===== src/logic/fwec_pkg.sv =====
// How it works
// - host waits busy delay before polling
// - host holds unlock until status valid
// - host holds address stable through each operation
// - wait 1000 ns after reset release
// - write or chip-select strobe controls cycle
package fwec_pkg;
  localparam int CLK_MHZ        = 25;           // system clock rate
  localparam int CLK_NS         = 40;           // clock period in ns
  localparam int BUSY_DLY_NS    = 200;          // strobe end to busy status
  localparam int RST_REC_NS     = 1000;         // reset high to strobe low
  localparam int PGM_MIN_US     = 6;            // least program duration
  localparam int SMALL_ERA_MS   = 300;          // least boot/parameter erase
  localparam int MAIN_ERA_MS    = 600;          // least main erase
  localparam int SMALL_ERA_MAXS = 7;            // longest boot/parameter erase
  localparam int MAIN_ERA_MAXS  = 14;           // longest main erase
  localparam int UNLOCK_SU_NS   = 200;          // unlock setup to strobe end
  localparam int STROBE_NS      = 70;           // strobe low width
  localparam int STROBE_HI_NS   = 30;           // strobe high width
  // cycle counts: least times round up
  localparam int BUSY_DLY_CYC  = (BUSY_DLY_NS + CLK_NS - 1) / CLK_NS;
  localparam int RST_REC_CYC   = (RST_REC_NS + CLK_NS - 1) / CLK_NS;
  localparam int UNLOCK_SU_CYC = (UNLOCK_SU_NS + CLK_NS - 1) / CLK_NS;
  localparam int STROBE_CYC    = (STROBE_NS + CLK_NS - 1) / CLK_NS;
  localparam int STROBE_HI_CYC = (STROBE_HI_NS + CLK_NS - 1) / CLK_NS;
  localparam int PGM_MIN_CYC   = PGM_MIN_US * CLK_MHZ;
  // longest times round down
  localparam longint SMALL_TMO_CYC = longint'(SMALL_ERA_MAXS) * CLK_MHZ * 1000000;
  localparam longint MAIN_TMO_CYC  = longint'(MAIN_ERA_MAXS) * CLK_MHZ * 1000000;
  localparam longint PGM_TMO_CYC   = longint'(SMALL_ERA_MAXS) * CLK_MHZ * 1000000;
  localparam int     STAT_DONE_BIT = 7;         // completion_status_bit position
  localparam logic [7:0] CMD_PROGRAM = 8'h40;   // program setup command
  localparam logic [7:0] CMD_ERASE   = 8'h20;   // erase setup command
  localparam logic [7:0] CMD_CONFIRM = 8'hD0;   // erase confirm command
  localparam logic [7:0] CMD_STATUS  = 8'h70;   // read status command
  localparam logic [7:0] CMD_CLRSTAT = 8'h50;   // clear status command
  localparam logic [7:0] CMD_READ    = 8'hFF;   // back to array read
  // host operation kinds
  typedef enum logic [1:0] {FWEC_PROGRAM, FWEC_ERASE_SMALL, FWEC_ERASE_MAIN} fwec_op_t;
endpackage : fwec_pkg


===== src/logic/fwec_cyc_if.sv =====
`timescale 1ns/10ps
// one bus cycle request from sequencer to strobe engine
interface fwec_cyc_if;
  logic        req;       // start a cycle
  logic        isWrite;   // write when high, read when low
  logic [15:0] wdata;     // data to drive
  logic        done;      // one-cycle pulse at cycle end
  logic [15:0] rdata;     // captured read data
  modport seq (output req, output isWrite, output wdata, input done, input rdata);
  modport eng (input req, input isWrite, input wdata, output done, output rdata);
endinterface : fwec_cyc_if


===== src/logic/fwec_strobe.sv =====
`timescale 1ns/10ps
// drives one write or read cycle on the flash pins
module fwec_strobe #(
  parameter int DW = 16
) (
  input  wire logic          clk,
  input  wire logic          reset,
  fwec_cyc_if.eng            cyc,
  input  wire logic          useChipSel,
  output logic               chipSelN,
  output logic               writeEnN,
  output logic               outEnN,
  output logic [DW-1:0]      dataOut,
  output logic               dataOe,
  input  wire logic [DW-1:0] dataIn
);
  typedef enum logic [1:0] {FWEC_S_IDLE, FWEC_S_LOW, FWEC_S_HIGH} fwec_sst_t;
  fwec_sst_t state;                // strobe phase
  logic [3:0] cnt;                 // phase timer
  logic       isWr;                // cycle kind latched at start
  logic       active;              // strobe low phase

  // strobe phases: low width then high recovery
  always_ff @(posedge clk or posedge reset) begin
    if (reset) begin
      state <= FWEC_S_IDLE;
      cnt   <= 4'h0;
      isWr  <= 1'b0;
    end else begin
      unique case (state)
        FWEC_S_IDLE: begin
          if (cyc.req) begin
            state <= FWEC_S_LOW;
            isWr  <= cyc.isWrite;
            cnt   <= 4'(fwec_pkg::STROBE_CYC - 1);
          end
        end
        FWEC_S_LOW: begin
          if (cnt == 4'h0) begin
            state <= FWEC_S_HIGH;
            cnt   <= 4'(fwec_pkg::STROBE_HI_CYC - 1);
          end else begin
            cnt <= cnt - 4'h1;
          end
        end
        FWEC_S_HIGH: begin
          if (cnt == 4'h0) begin
            state <= FWEC_S_IDLE;
          end else begin
            cnt <= cnt - 4'h1;
          end
        end
      endcase
    end
  end

  assign active = (state == FWEC_S_LOW);

  // strobe form choice: write strobe stays low across chip-select in the
  // chip-select form, so chip-select edges end the cycle
  always_ff @(posedge clk or posedge reset) begin
    if (reset) begin
      chipSelN <= 1'b1;
      writeEnN <= 1'b1;
      outEnN   <= 1'b1;
    end else begin
      chipSelN <= !(cyc.req && state == FWEC_S_IDLE) && !(active && cnt != 4'h0);
      // chip-select form keeps the write strobe low one cycle past chip select
      writeEnN <= !((cyc.req && state == FWEC_S_IDLE && cyc.isWrite) ||
                    (active && isWr && (cnt != 4'h0 || useChipSel)));
      outEnN   <= !((cyc.req && state == FWEC_S_IDLE && !cyc.isWrite) ||
                    (active && cnt != 4'h0 && !isWr));
    end
  end

  // data bus drive and read capture
  always_ff @(posedge clk or posedge reset) begin
    if (reset) begin
      dataOut   <= '0;
      dataOe    <= 1'b0;
      cyc.rdata <= 16'h0000;
    end else begin
      if (cyc.req && state == FWEC_S_IDLE) begin
        dataOut <= cyc.wdata[DW-1:0];
        dataOe  <= cyc.isWrite;
      end else if (state == FWEC_S_HIGH) begin
        dataOe <= 1'b0;
      end
      if (active && cnt == 4'h0 && !isWr) begin
        cyc.rdata <= 16'(dataIn);
      end
    end
  end

  assign cyc.done = (state == FWEC_S_HIGH) && (cnt == 4'h0);

  // chip-select pulse is exactly two cycles wide
  property p_strobe_width;
    @(posedge clk) disable iff (reset)
      $fell(chipSelN) |-> !chipSelN [*2] ##1 chipSelN;
  endproperty
  a_strobe_width: assert property (p_strobe_width)
    else $error("chip select width wrong");

  // chip-select form: chip select rises while the write strobe is still low
  property p_cs_form;
    @(posedge clk) disable iff (reset)
      (useChipSel && active && cnt == 4'h0 && isWr) |=> chipSelN && !writeEnN;
  endproperty
  a_cs_form: assert property (p_cs_form)
    else $error("chip select did not end the cycle");
  c_wr_cycle: cover property (@(posedge clk) disable iff (reset) $fell(writeEnN));
endmodule : fwec_strobe


===== src/logic/fwec_host.sv =====
`timescale 1ns/10ps
// host sequencer: program or erase one location and poll for completion
module fwec_host #(
  parameter int     AW          = 18,
  parameter int     DW          = 16,
  parameter longint SMALL_TMO   = fwec_pkg::SMALL_TMO_CYC,
  parameter longint MAIN_TMO    = fwec_pkg::MAIN_TMO_CYC,
  parameter int     RST_REC     = fwec_pkg::RST_REC_CYC
) (
  input  wire logic          clk,
  input  wire logic          reset,
  input  wire logic          opStart,
  input  wire fwec_pkg::fwec_op_t opKind,
  input  wire logic [AW-1:0] opAddr,
  input  wire logic [DW-1:0] opData,
  input  wire logic          opBoot,
  input  wire logic          useChipSel,
  input  wire logic          wideMode,
  output logic               opBusy,
  output logic               opDone,
  output logic               opTimeout,
  output logic [7:0]         opStatus,
  output logic [AW-1:0]      flashAddr,
  output logic               chipSelN,
  output logic               writeEnN,
  output logic               outEnN,
  output logic               resetPowerdownN,
  output logic               writeProtect,
  output logic               byteSelN,
  output logic [DW-1:0]      dataOut,
  output logic               dataOe,
  input  wire logic [DW-1:0] dataIn
);
  typedef enum logic [3:0] {
    FWEC_RECOVER, FWEC_IDLE, FWEC_UNLOCK, FWEC_SETUP, FWEC_CONFIRM,
    FWEC_WAITBUSY, FWEC_STATCMD, FWEC_POLL, FWEC_CHECK, FWEC_FINISH
  } fwec_st_t;

  fwec_st_t state;               // sequencer state
  fwec_cyc_if cyc ();            // link to strobe engine
  logic [31:0] timer;            // short delays
  logic [31:0] tmoCnt;           // long operation timeout count
  logic [31:0] tmoLimit;         // selected timeout for the operation
  fwec_pkg::fwec_op_t kind;      // operation kind latched at start
  logic        isBoot;           // boot block target latched
  logic [DW-1:0] data;           // program data latched
  logic        issued;           // cycle request already given this state

  // strobe engine does the pin-level timing
  fwec_strobe #(.DW(DW)) u_strobe (
    .clk        (clk),
    .reset      (reset),
    .cyc        (cyc.eng),
    .useChipSel (useChipSel),
    .chipSelN   (chipSelN),
    .writeEnN   (writeEnN),
    .outEnN     (outEnN),
    .dataOut    (dataOut),
    .dataOe     (dataOe),
    .dataIn     (dataIn)
  );

  // timeout covers the longest documented duration; program uses the small limit
  always_comb begin
    unique case (kind)
      fwec_pkg::FWEC_ERASE_MAIN: tmoLimit = 32'(MAIN_TMO);
      default:                   tmoLimit = 32'(SMALL_TMO);
    endcase
  end

  // width select: commands stay 8 bits in either mode
  assign byteSelN = wideMode;

  // cycle requests follow the state
  always_comb begin
    cyc.req     = 1'b0;
    cyc.isWrite = 1'b1;
    cyc.wdata   = 16'h0000;
    unique case (state)
      FWEC_SETUP: begin
        cyc.req   = !issued;
        cyc.wdata = {8'h00, (kind == fwec_pkg::FWEC_PROGRAM) ?
                     fwec_pkg::CMD_PROGRAM : fwec_pkg::CMD_ERASE};
      end
      FWEC_CONFIRM: begin
        cyc.req   = !issued;
        cyc.wdata = (kind == fwec_pkg::FWEC_PROGRAM) ? 16'(data) :
                    {8'h00, fwec_pkg::CMD_CONFIRM};
      end
      FWEC_STATCMD: begin
        cyc.req   = !issued;
        cyc.wdata = {8'h00, fwec_pkg::CMD_STATUS};
      end
      FWEC_POLL: begin
        cyc.req     = !issued;
        cyc.isWrite = 1'b0;
      end
      default: begin
        cyc.req = 1'b0;
      end
    endcase
  end

  // main sequence
  always_ff @(posedge clk or posedge reset) begin
    if (reset) begin
      state     <= FWEC_RECOVER;
      timer     <= 32'(RST_REC);
      tmoCnt    <= 32'h0000_0000;
      kind      <= fwec_pkg::FWEC_PROGRAM;
      isBoot    <= 1'b0;
      data      <= '0;
      issued    <= 1'b0;
      flashAddr <= '0;
      opStatus  <= 8'h00;
      opDone    <= 1'b0;
      opTimeout <= 1'b0;
    end else begin
      opDone    <= 1'b0;
      issued    <= (cyc.req || issued) && !cyc.done;
      if (state != FWEC_IDLE && state != FWEC_RECOVER) begin
        tmoCnt <= tmoCnt + 32'h1;
      end
      unique case (state)
        FWEC_RECOVER: begin
          if (timer == 32'h0) state <= FWEC_IDLE;
          else timer <= timer - 32'h1;
        end
        FWEC_IDLE: begin
          tmoCnt <= 32'h0;
          if (opStart) begin
            kind      <= opKind;
            isBoot    <= opBoot;
            data      <= opData;
            // address held for the whole operation
            flashAddr <= opAddr;
            opTimeout <= 1'b0;
            timer     <= 32'(fwec_pkg::UNLOCK_SU_CYC);
            state     <= opBoot ? FWEC_UNLOCK : FWEC_SETUP;
          end
        end
        FWEC_UNLOCK: begin
          if (timer == 32'h0) state <= FWEC_SETUP;
          else timer <= timer - 32'h1;
        end
        FWEC_SETUP: if (cyc.done) state <= FWEC_CONFIRM;
        FWEC_CONFIRM: begin
          if (cyc.done) begin
            state <= FWEC_WAITBUSY;
            timer <= 32'(fwec_pkg::BUSY_DLY_CYC);
          end
        end
        FWEC_WAITBUSY: begin
          if (timer == 32'h0) state <= FWEC_STATCMD;
          else timer <= timer - 32'h1;
        end
        FWEC_STATCMD: if (cyc.done) state <= FWEC_POLL;
        FWEC_POLL: if (cyc.done) state <= FWEC_CHECK;
        FWEC_CHECK: begin
          opStatus <= cyc.rdata[7:0];
          if (cyc.rdata[fwec_pkg::STAT_DONE_BIT]) begin
            state <= FWEC_FINISH;
          end else if (tmoCnt >= tmoLimit) begin
            opTimeout <= 1'b1;
            state     <= FWEC_FINISH;
          end else begin
            state <= FWEC_POLL;
          end
        end
        FWEC_FINISH: begin
          opDone <= 1'b1;
          state  <= FWEC_IDLE;
        end
      endcase
    end
  end

  // unlock held until status is valid
  always_ff @(posedge clk or posedge reset) begin
    if (reset) begin
      writeProtect    <= 1'b0;
      resetPowerdownN <= 1'b0;
    end else begin
      resetPowerdownN <= 1'b1;
      writeProtect    <= isBoot && state inside {FWEC_UNLOCK, FWEC_SETUP, FWEC_CONFIRM,
                         FWEC_WAITBUSY, FWEC_STATCMD, FWEC_POLL, FWEC_CHECK};
    end
  end

  assign opBusy = (state != FWEC_IDLE);

  // no strobe before reset recovery ends
  property p_recover;
    @(posedge clk) disable iff (reset)
      (state == FWEC_RECOVER) |-> chipSelN;
  endproperty
  a_recover: assert property (p_recover)
    else $error("strobe during reset recovery");

  // poll read only after busy delay
  property p_wait_busy;
    @(posedge clk) disable iff (reset)
      $rose(state == FWEC_WAITBUSY) |-> (state == FWEC_WAITBUSY) [*5];
  endproperty
  a_wait_busy: assert property (p_wait_busy)
    else $error("status polled too early");

  // unlock present whenever a boot cycle strobes
  property p_unlock_hold;
    @(posedge clk) disable iff (reset)
      (isBoot && !chipSelN && state != FWEC_IDLE) |-> writeProtect;
  endproperty
  a_unlock_hold: assert property (p_unlock_hold)
    else $error("boot unlock dropped early");

  // address stable through the operation
  property p_addr_stable;
    @(posedge clk) disable iff (reset)
      (opBusy && $past(opBusy) && state != FWEC_IDLE) |-> $stable(flashAddr);
  endproperty
  a_addr_stable: assert property (p_addr_stable)
    else $error("address moved during operation");

  // done follows a completed check
  property p_done;
    @(posedge clk) disable iff (reset)
      (state == FWEC_FINISH) |=> opDone && state == FWEC_IDLE;
  endproperty
  a_done: assert property (p_done)
    else $error("done pulse missing");

  // setup and status commands stay one byte wide whatever the width mode
  property p_width;
    @(posedge clk) disable iff (reset)
      (dataOe && state inside {FWEC_SETUP, FWEC_STATCMD}) |-> (dataOut >> 8) == '0;
  endproperty
  a_width: assert property (p_width)
    else $error("command wider than a byte");

  // unlock setup time before first strobe
  property p_unlock_su;
    @(posedge clk) disable iff (reset)
      $rose(state == FWEC_UNLOCK) |-> (state == FWEC_UNLOCK) [*5];
  endproperty
  a_unlock_su: assert property (p_unlock_su)
    else $error("unlock setup too short");

  // reset pin released after reset
  property p_rpn;
    @(posedge clk) disable iff (reset) (state == FWEC_IDLE) |-> resetPowerdownN;
  endproperty
  a_rpn: assert property (p_rpn)
    else $error("reset pin low when idle");

  c_program: cover property (@(posedge clk) disable iff (reset)
    opDone && kind == fwec_pkg::FWEC_PROGRAM);
  c_boot: cover property (@(posedge clk) disable iff (reset) opDone && isBoot);
  c_timeout: cover property (@(posedge clk) disable iff (reset) $rose(opTimeout));
endmodule : fwec_host


===== config.mk =====
export PLATFORM = sky130hd
export DESIGN_NAME = fwec_host
export DESIGN_NICKNAME = d
export VERILOG_FILES = /design/src/logic/fwec_pkg.sv /design/src/logic/fwec_cyc_if.sv /design/src/logic/fwec_strobe.sv /design/src/logic/fwec_host.sv
export SDC_FILE = /design/constraint.sdc
export NUM_CORES = 1
export LEC_CHECK = 0
export BUFFER_PORTS_ARGS = -buffer_cell sky130_fd_sc_hd__buf_2
export CAP_MARGIN = 20
export CORE_UTILIZATION = 30
export DETAILED_ROUTE_END_ITERATION = 6
export PLACE_DENSITY_LB_ADDON = 0.15
export SKIP_CTS_REPAIR_TIMING = 1
export SLEW_MARGIN = 20
export SYNTH_ARGS = -nofsm -noshare
export SYNTH_HDL_FRONTEND = slang
export SYNTH_SLANG_ARGS = --single-unit

===== constraint.sdc =====
create_clock -name clk -period 8.4 [get_ports clk]
set_input_delay 1.26 -clock clk [delete_from_list [all_inputs] [get_ports clk]]
set_output_delay 1.26 -clock clk [all_outputs]
set_load 0.02 [all_outputs]

==> flow_metrics.env <==
export IMPL_p_per_area_nw_per_um2=356.9
export IMPL_tightest_slew_ps=984.2
export IMPL_max_freq_mhz=305.2
export IMPL_cts_buffers=17
export IMPL_min_path_cells=2
export IMPL_final_cells=1172
export IMPL_fp_dieW_microns=160.0
export IMPL_max_vdd_ir_drop_mv=0.1393
export IMPL_skew_ps=16.18
export IMPL_endpoint_kind="flip-flop"
export IMPL_period_share=0.3901
export IMPL_r2r_start="timer[1]"
export IMPL_multi_input_area_sq_um=3416
export IMPL_io_pins=110
export IMPL_min_path_type="reg -> reg"
export IMPL_clock_sinks=153
export IMPL_synth_top_area_frac=0.4914
export IMPL_grt_pass1_wl_microns=30150
export IMPL_cts_root_buf="clkbuf_16"
export IMPL_drc=0
export IMPL_seq_area_sq_um=3836
export IMPL_yosysSeqAreaShare=0.5125
export IMPL_cts_tree="built"
export IMPL_drt_total_wl_microns=17640
export IMPL_grt_usage=0.1465
export IMPL_finalCriticalPeriod_ps=3277
export IMPL_outcome="complete, no violations"
export IMPL_cts_htree_levels=4
export IMPL_area_growth_pct=18.84
export IMPL_synth_edff_count=0
export IMPL_setup_viol=0
export IMPL_reg2reg_to="state[2]"
export IMPL_fp_dieArea_sq_um=25590
export IMPL_crit_arrival_ps=3580
export IMPL_rsz0062_at_grt="no"
export IMPL_grt_max_degree=83
export IMPL_synth_cell_type_count=66
export IMPL_post_synth_top_area_cell="dfrtp_1"
export IMPL_clock_path_buffers=2
export IMPL_holdPathEnd="u_strobe.dataOut[13]"
export IMPL_worstPathRequired_ps=8700
export IMPL_num_antenna_cells=0
export IMPL_fin_nets=909
export IMPL_synth_area_sq_um=7486
export IMPL_antenna_left=0
export IMPL_clk_latency_ps=430
export IMPL_grt_pass1_vias=5708
export IMPL_first_pass_iters=4
export IMPL_num_vias=5648
export IMPL_async_flop_share=1.000
export IMPL_critPathLaunchType="flip-flop"
export IMPL_cap_violations=0
export IMPL_setup_tns_ps=0
export IMPL_die_y_microns=160.0
export IMPL_wl_per_cell_microns=15.05
export IMPL_antenna_found_initial=0
export IMPL_grt_ovfl_total=0
export IMPL_rows=57
export IMPL_core_sq_um=24390
export IMPL_vias_per_cell=4.819
export IMPL_slew_limit_headroom=0.3415
export IMPL_power_leakage_uw=0.004064
export IMPL_syn_area_per_cell_sq_um=10.01
export IMPL_start_util=0.3069
export IMPL_ff2ff_setup_slack_ps=5120
export IMPL_drtIter0Drc=344
export IMPL_yosys_top_cells_area="dfrtp_1 (49%), mux2_2 (8.1%), nor2_1 (4.1%)"
export IMPL_clk_pin_slew_ps=70
export IMPL_dp_cells=1140
export IMPL_criticalPathCategory="reg -> reg"
export IMPL_worst_r2r_cell_count=8
export IMPL_synth_ff_type="dfrtp_1"
export IMPL_crit_fanout=15
export IMPL_yosys_warnings=0
export IMPL_place_congestion=0.7170
export IMPL_dpl_hpwl_microns=11630
export IMPL_io_buffers=99
export IMPL_hp_start="u_strobe.dataOut[13]"
export IMPL_final_hold_violation_count=0
export IMPL_netlist_instances=748
export IMPL_slew_viol_final=0
export IMPL_synth_net_count=822
export IMPL_ys_seq_elements=153
export IMPL_utilization=0.3647
export IMPL_p_total_uw=3175
export IMPL_drive_gt1_frac=0.2524
export IMPL_fillerInstances=2529
-- stage by stage --
step	setup WS [ps]	area, sq um	hold WS [ps]
2_1_floorplan	3028	7486	451.2
3_3_place_gp	5115	8278	447.9
3_5_place_dp	5117	8278	450.6
4_1_cts	5092	8896	467.3
5_1_grt	4852	8896	485.0
6_report	5123	8896	461.0
-- layout by cell type (no fill, tap or decap), types with 16 or more instances in the layout --
| cell type | Yosys | layout |
|---|---|---|
| a21oi_1 | 28 | 28 |
| buf_2 | 10 | 99 |
| clkbuf_16 | 0 | 17 |
| dfrtp_1 | 147 | 147 |
| ha_1 | 16 | 16 |
| inv_1 | 20 | 19 |
| mux2_2 | 54 | 54 |
| nand2_1 | 80 | 79 |
| nand3_1 | 29 | 29 |
| nor2_1 | 82 | 82 |
| nor3_1 | 26 | 26 |
| o21ai_0 | 60 | 60 |
| xnor2_1 | 18 | 18 |
-- critical path, stage by stage, from the launching register on --
cell	delay, ps
dfrtp_1	410
inv_1	60
ha_1	170
nor3b_1	500
nand2_1	380
nor4b_2	400
or2_1	600
o21ai_1	280
a211o_1	340
-- where the power goes --
part | switching [uW] | internal [uW] | leakage (uW) | total [uW]
clock | 368 | 433 | 0.000304 | 801
sequential | 190 | 975 | 0.00198 | 1170
combinational | 730 | 478 | 0.00178 | 1210
-- cells by family after synthesis --
kind of cell	after synthesis	synth area share
mux	54	0.08123
simple gates	292	0.1934
buf+inv	57	0.03242
flops	153	0.5125
fa+ha+maj	19	0.03075
compound gates	145	0.1177
xor+xnor	27	0.03159
other cells	1	0.0005009
-- routing by layer --
layer  track usage  up-vias  wire length, microns
met5             0        -                     0
met4       0.04719        0                   165
met3       0.02675       11                   425
met2        0.2352       79                  8493
met1        0.1991     2735                  8559
li1              -     2823                     -
-- synthesized netlist by cell type (all sizes together) (2+ instances only) --
library cell and number:
dfrtp 147, nor2 82, nand2 80, o21ai 63
mux2 54, nand3 29, a21oi 28, nor3 27
clkbuf 24, inv 20, xnor2 18, ha 16
o31ai 15, buf 13, xor2 9, or3 8
or4 8, a31oi 7, and2 7, nor2b 7
nor4 7, a211o 6, and3 6, dfstp 6
nand2b 5, a211oi 4, and4 4, nand4 4
o21a 4, o41ai 4, or2 4, maj3 3
nand3b 3, nor4b 3, nor3b 2, o211ai 2
or3b 2
-- final cells by class --
type,count,share of cell area
Sequential cell,153,0.4312
Timing Repair Buffer,105,0.06076
Multi-Input combinational cell,538,0.3840
Clock buffer,17,0.04782
Tap cell,324,0.04557
Inverter,20,0.009001
Clock inverter,15,0.02166
-- registers in the layout, indices dropped and copies added (netlist names), 4 cells and up --
name	count
timer	32
tmoCnt	32
flashAddr	18
data	16
u_strobe.dataOut	16
opStatus	8
u_strobe.cyc.rdata	8
state	4
u_strobe.cnt	4
-- how the worst max path moves through the flow --
stage / slack [ps] / endpoint / startpoint / depth (start not counted)
2_1_floorplan: 3030 / data[0] / reset / 1
3_3_place_gp: 5120 / state[2] / timer[1] / 8
3_5_place_dp: 5120 / state[2] / timer[1] / 8
4_1_cts: 5090 / state[2] / timer[1] / 8
5_1_grt: 4850 / state[0] / timer[1] / 8
6_report: 5120 / state[2] / timer[1] / 8
Note: power is estimated with default switching activity, not from simulation.
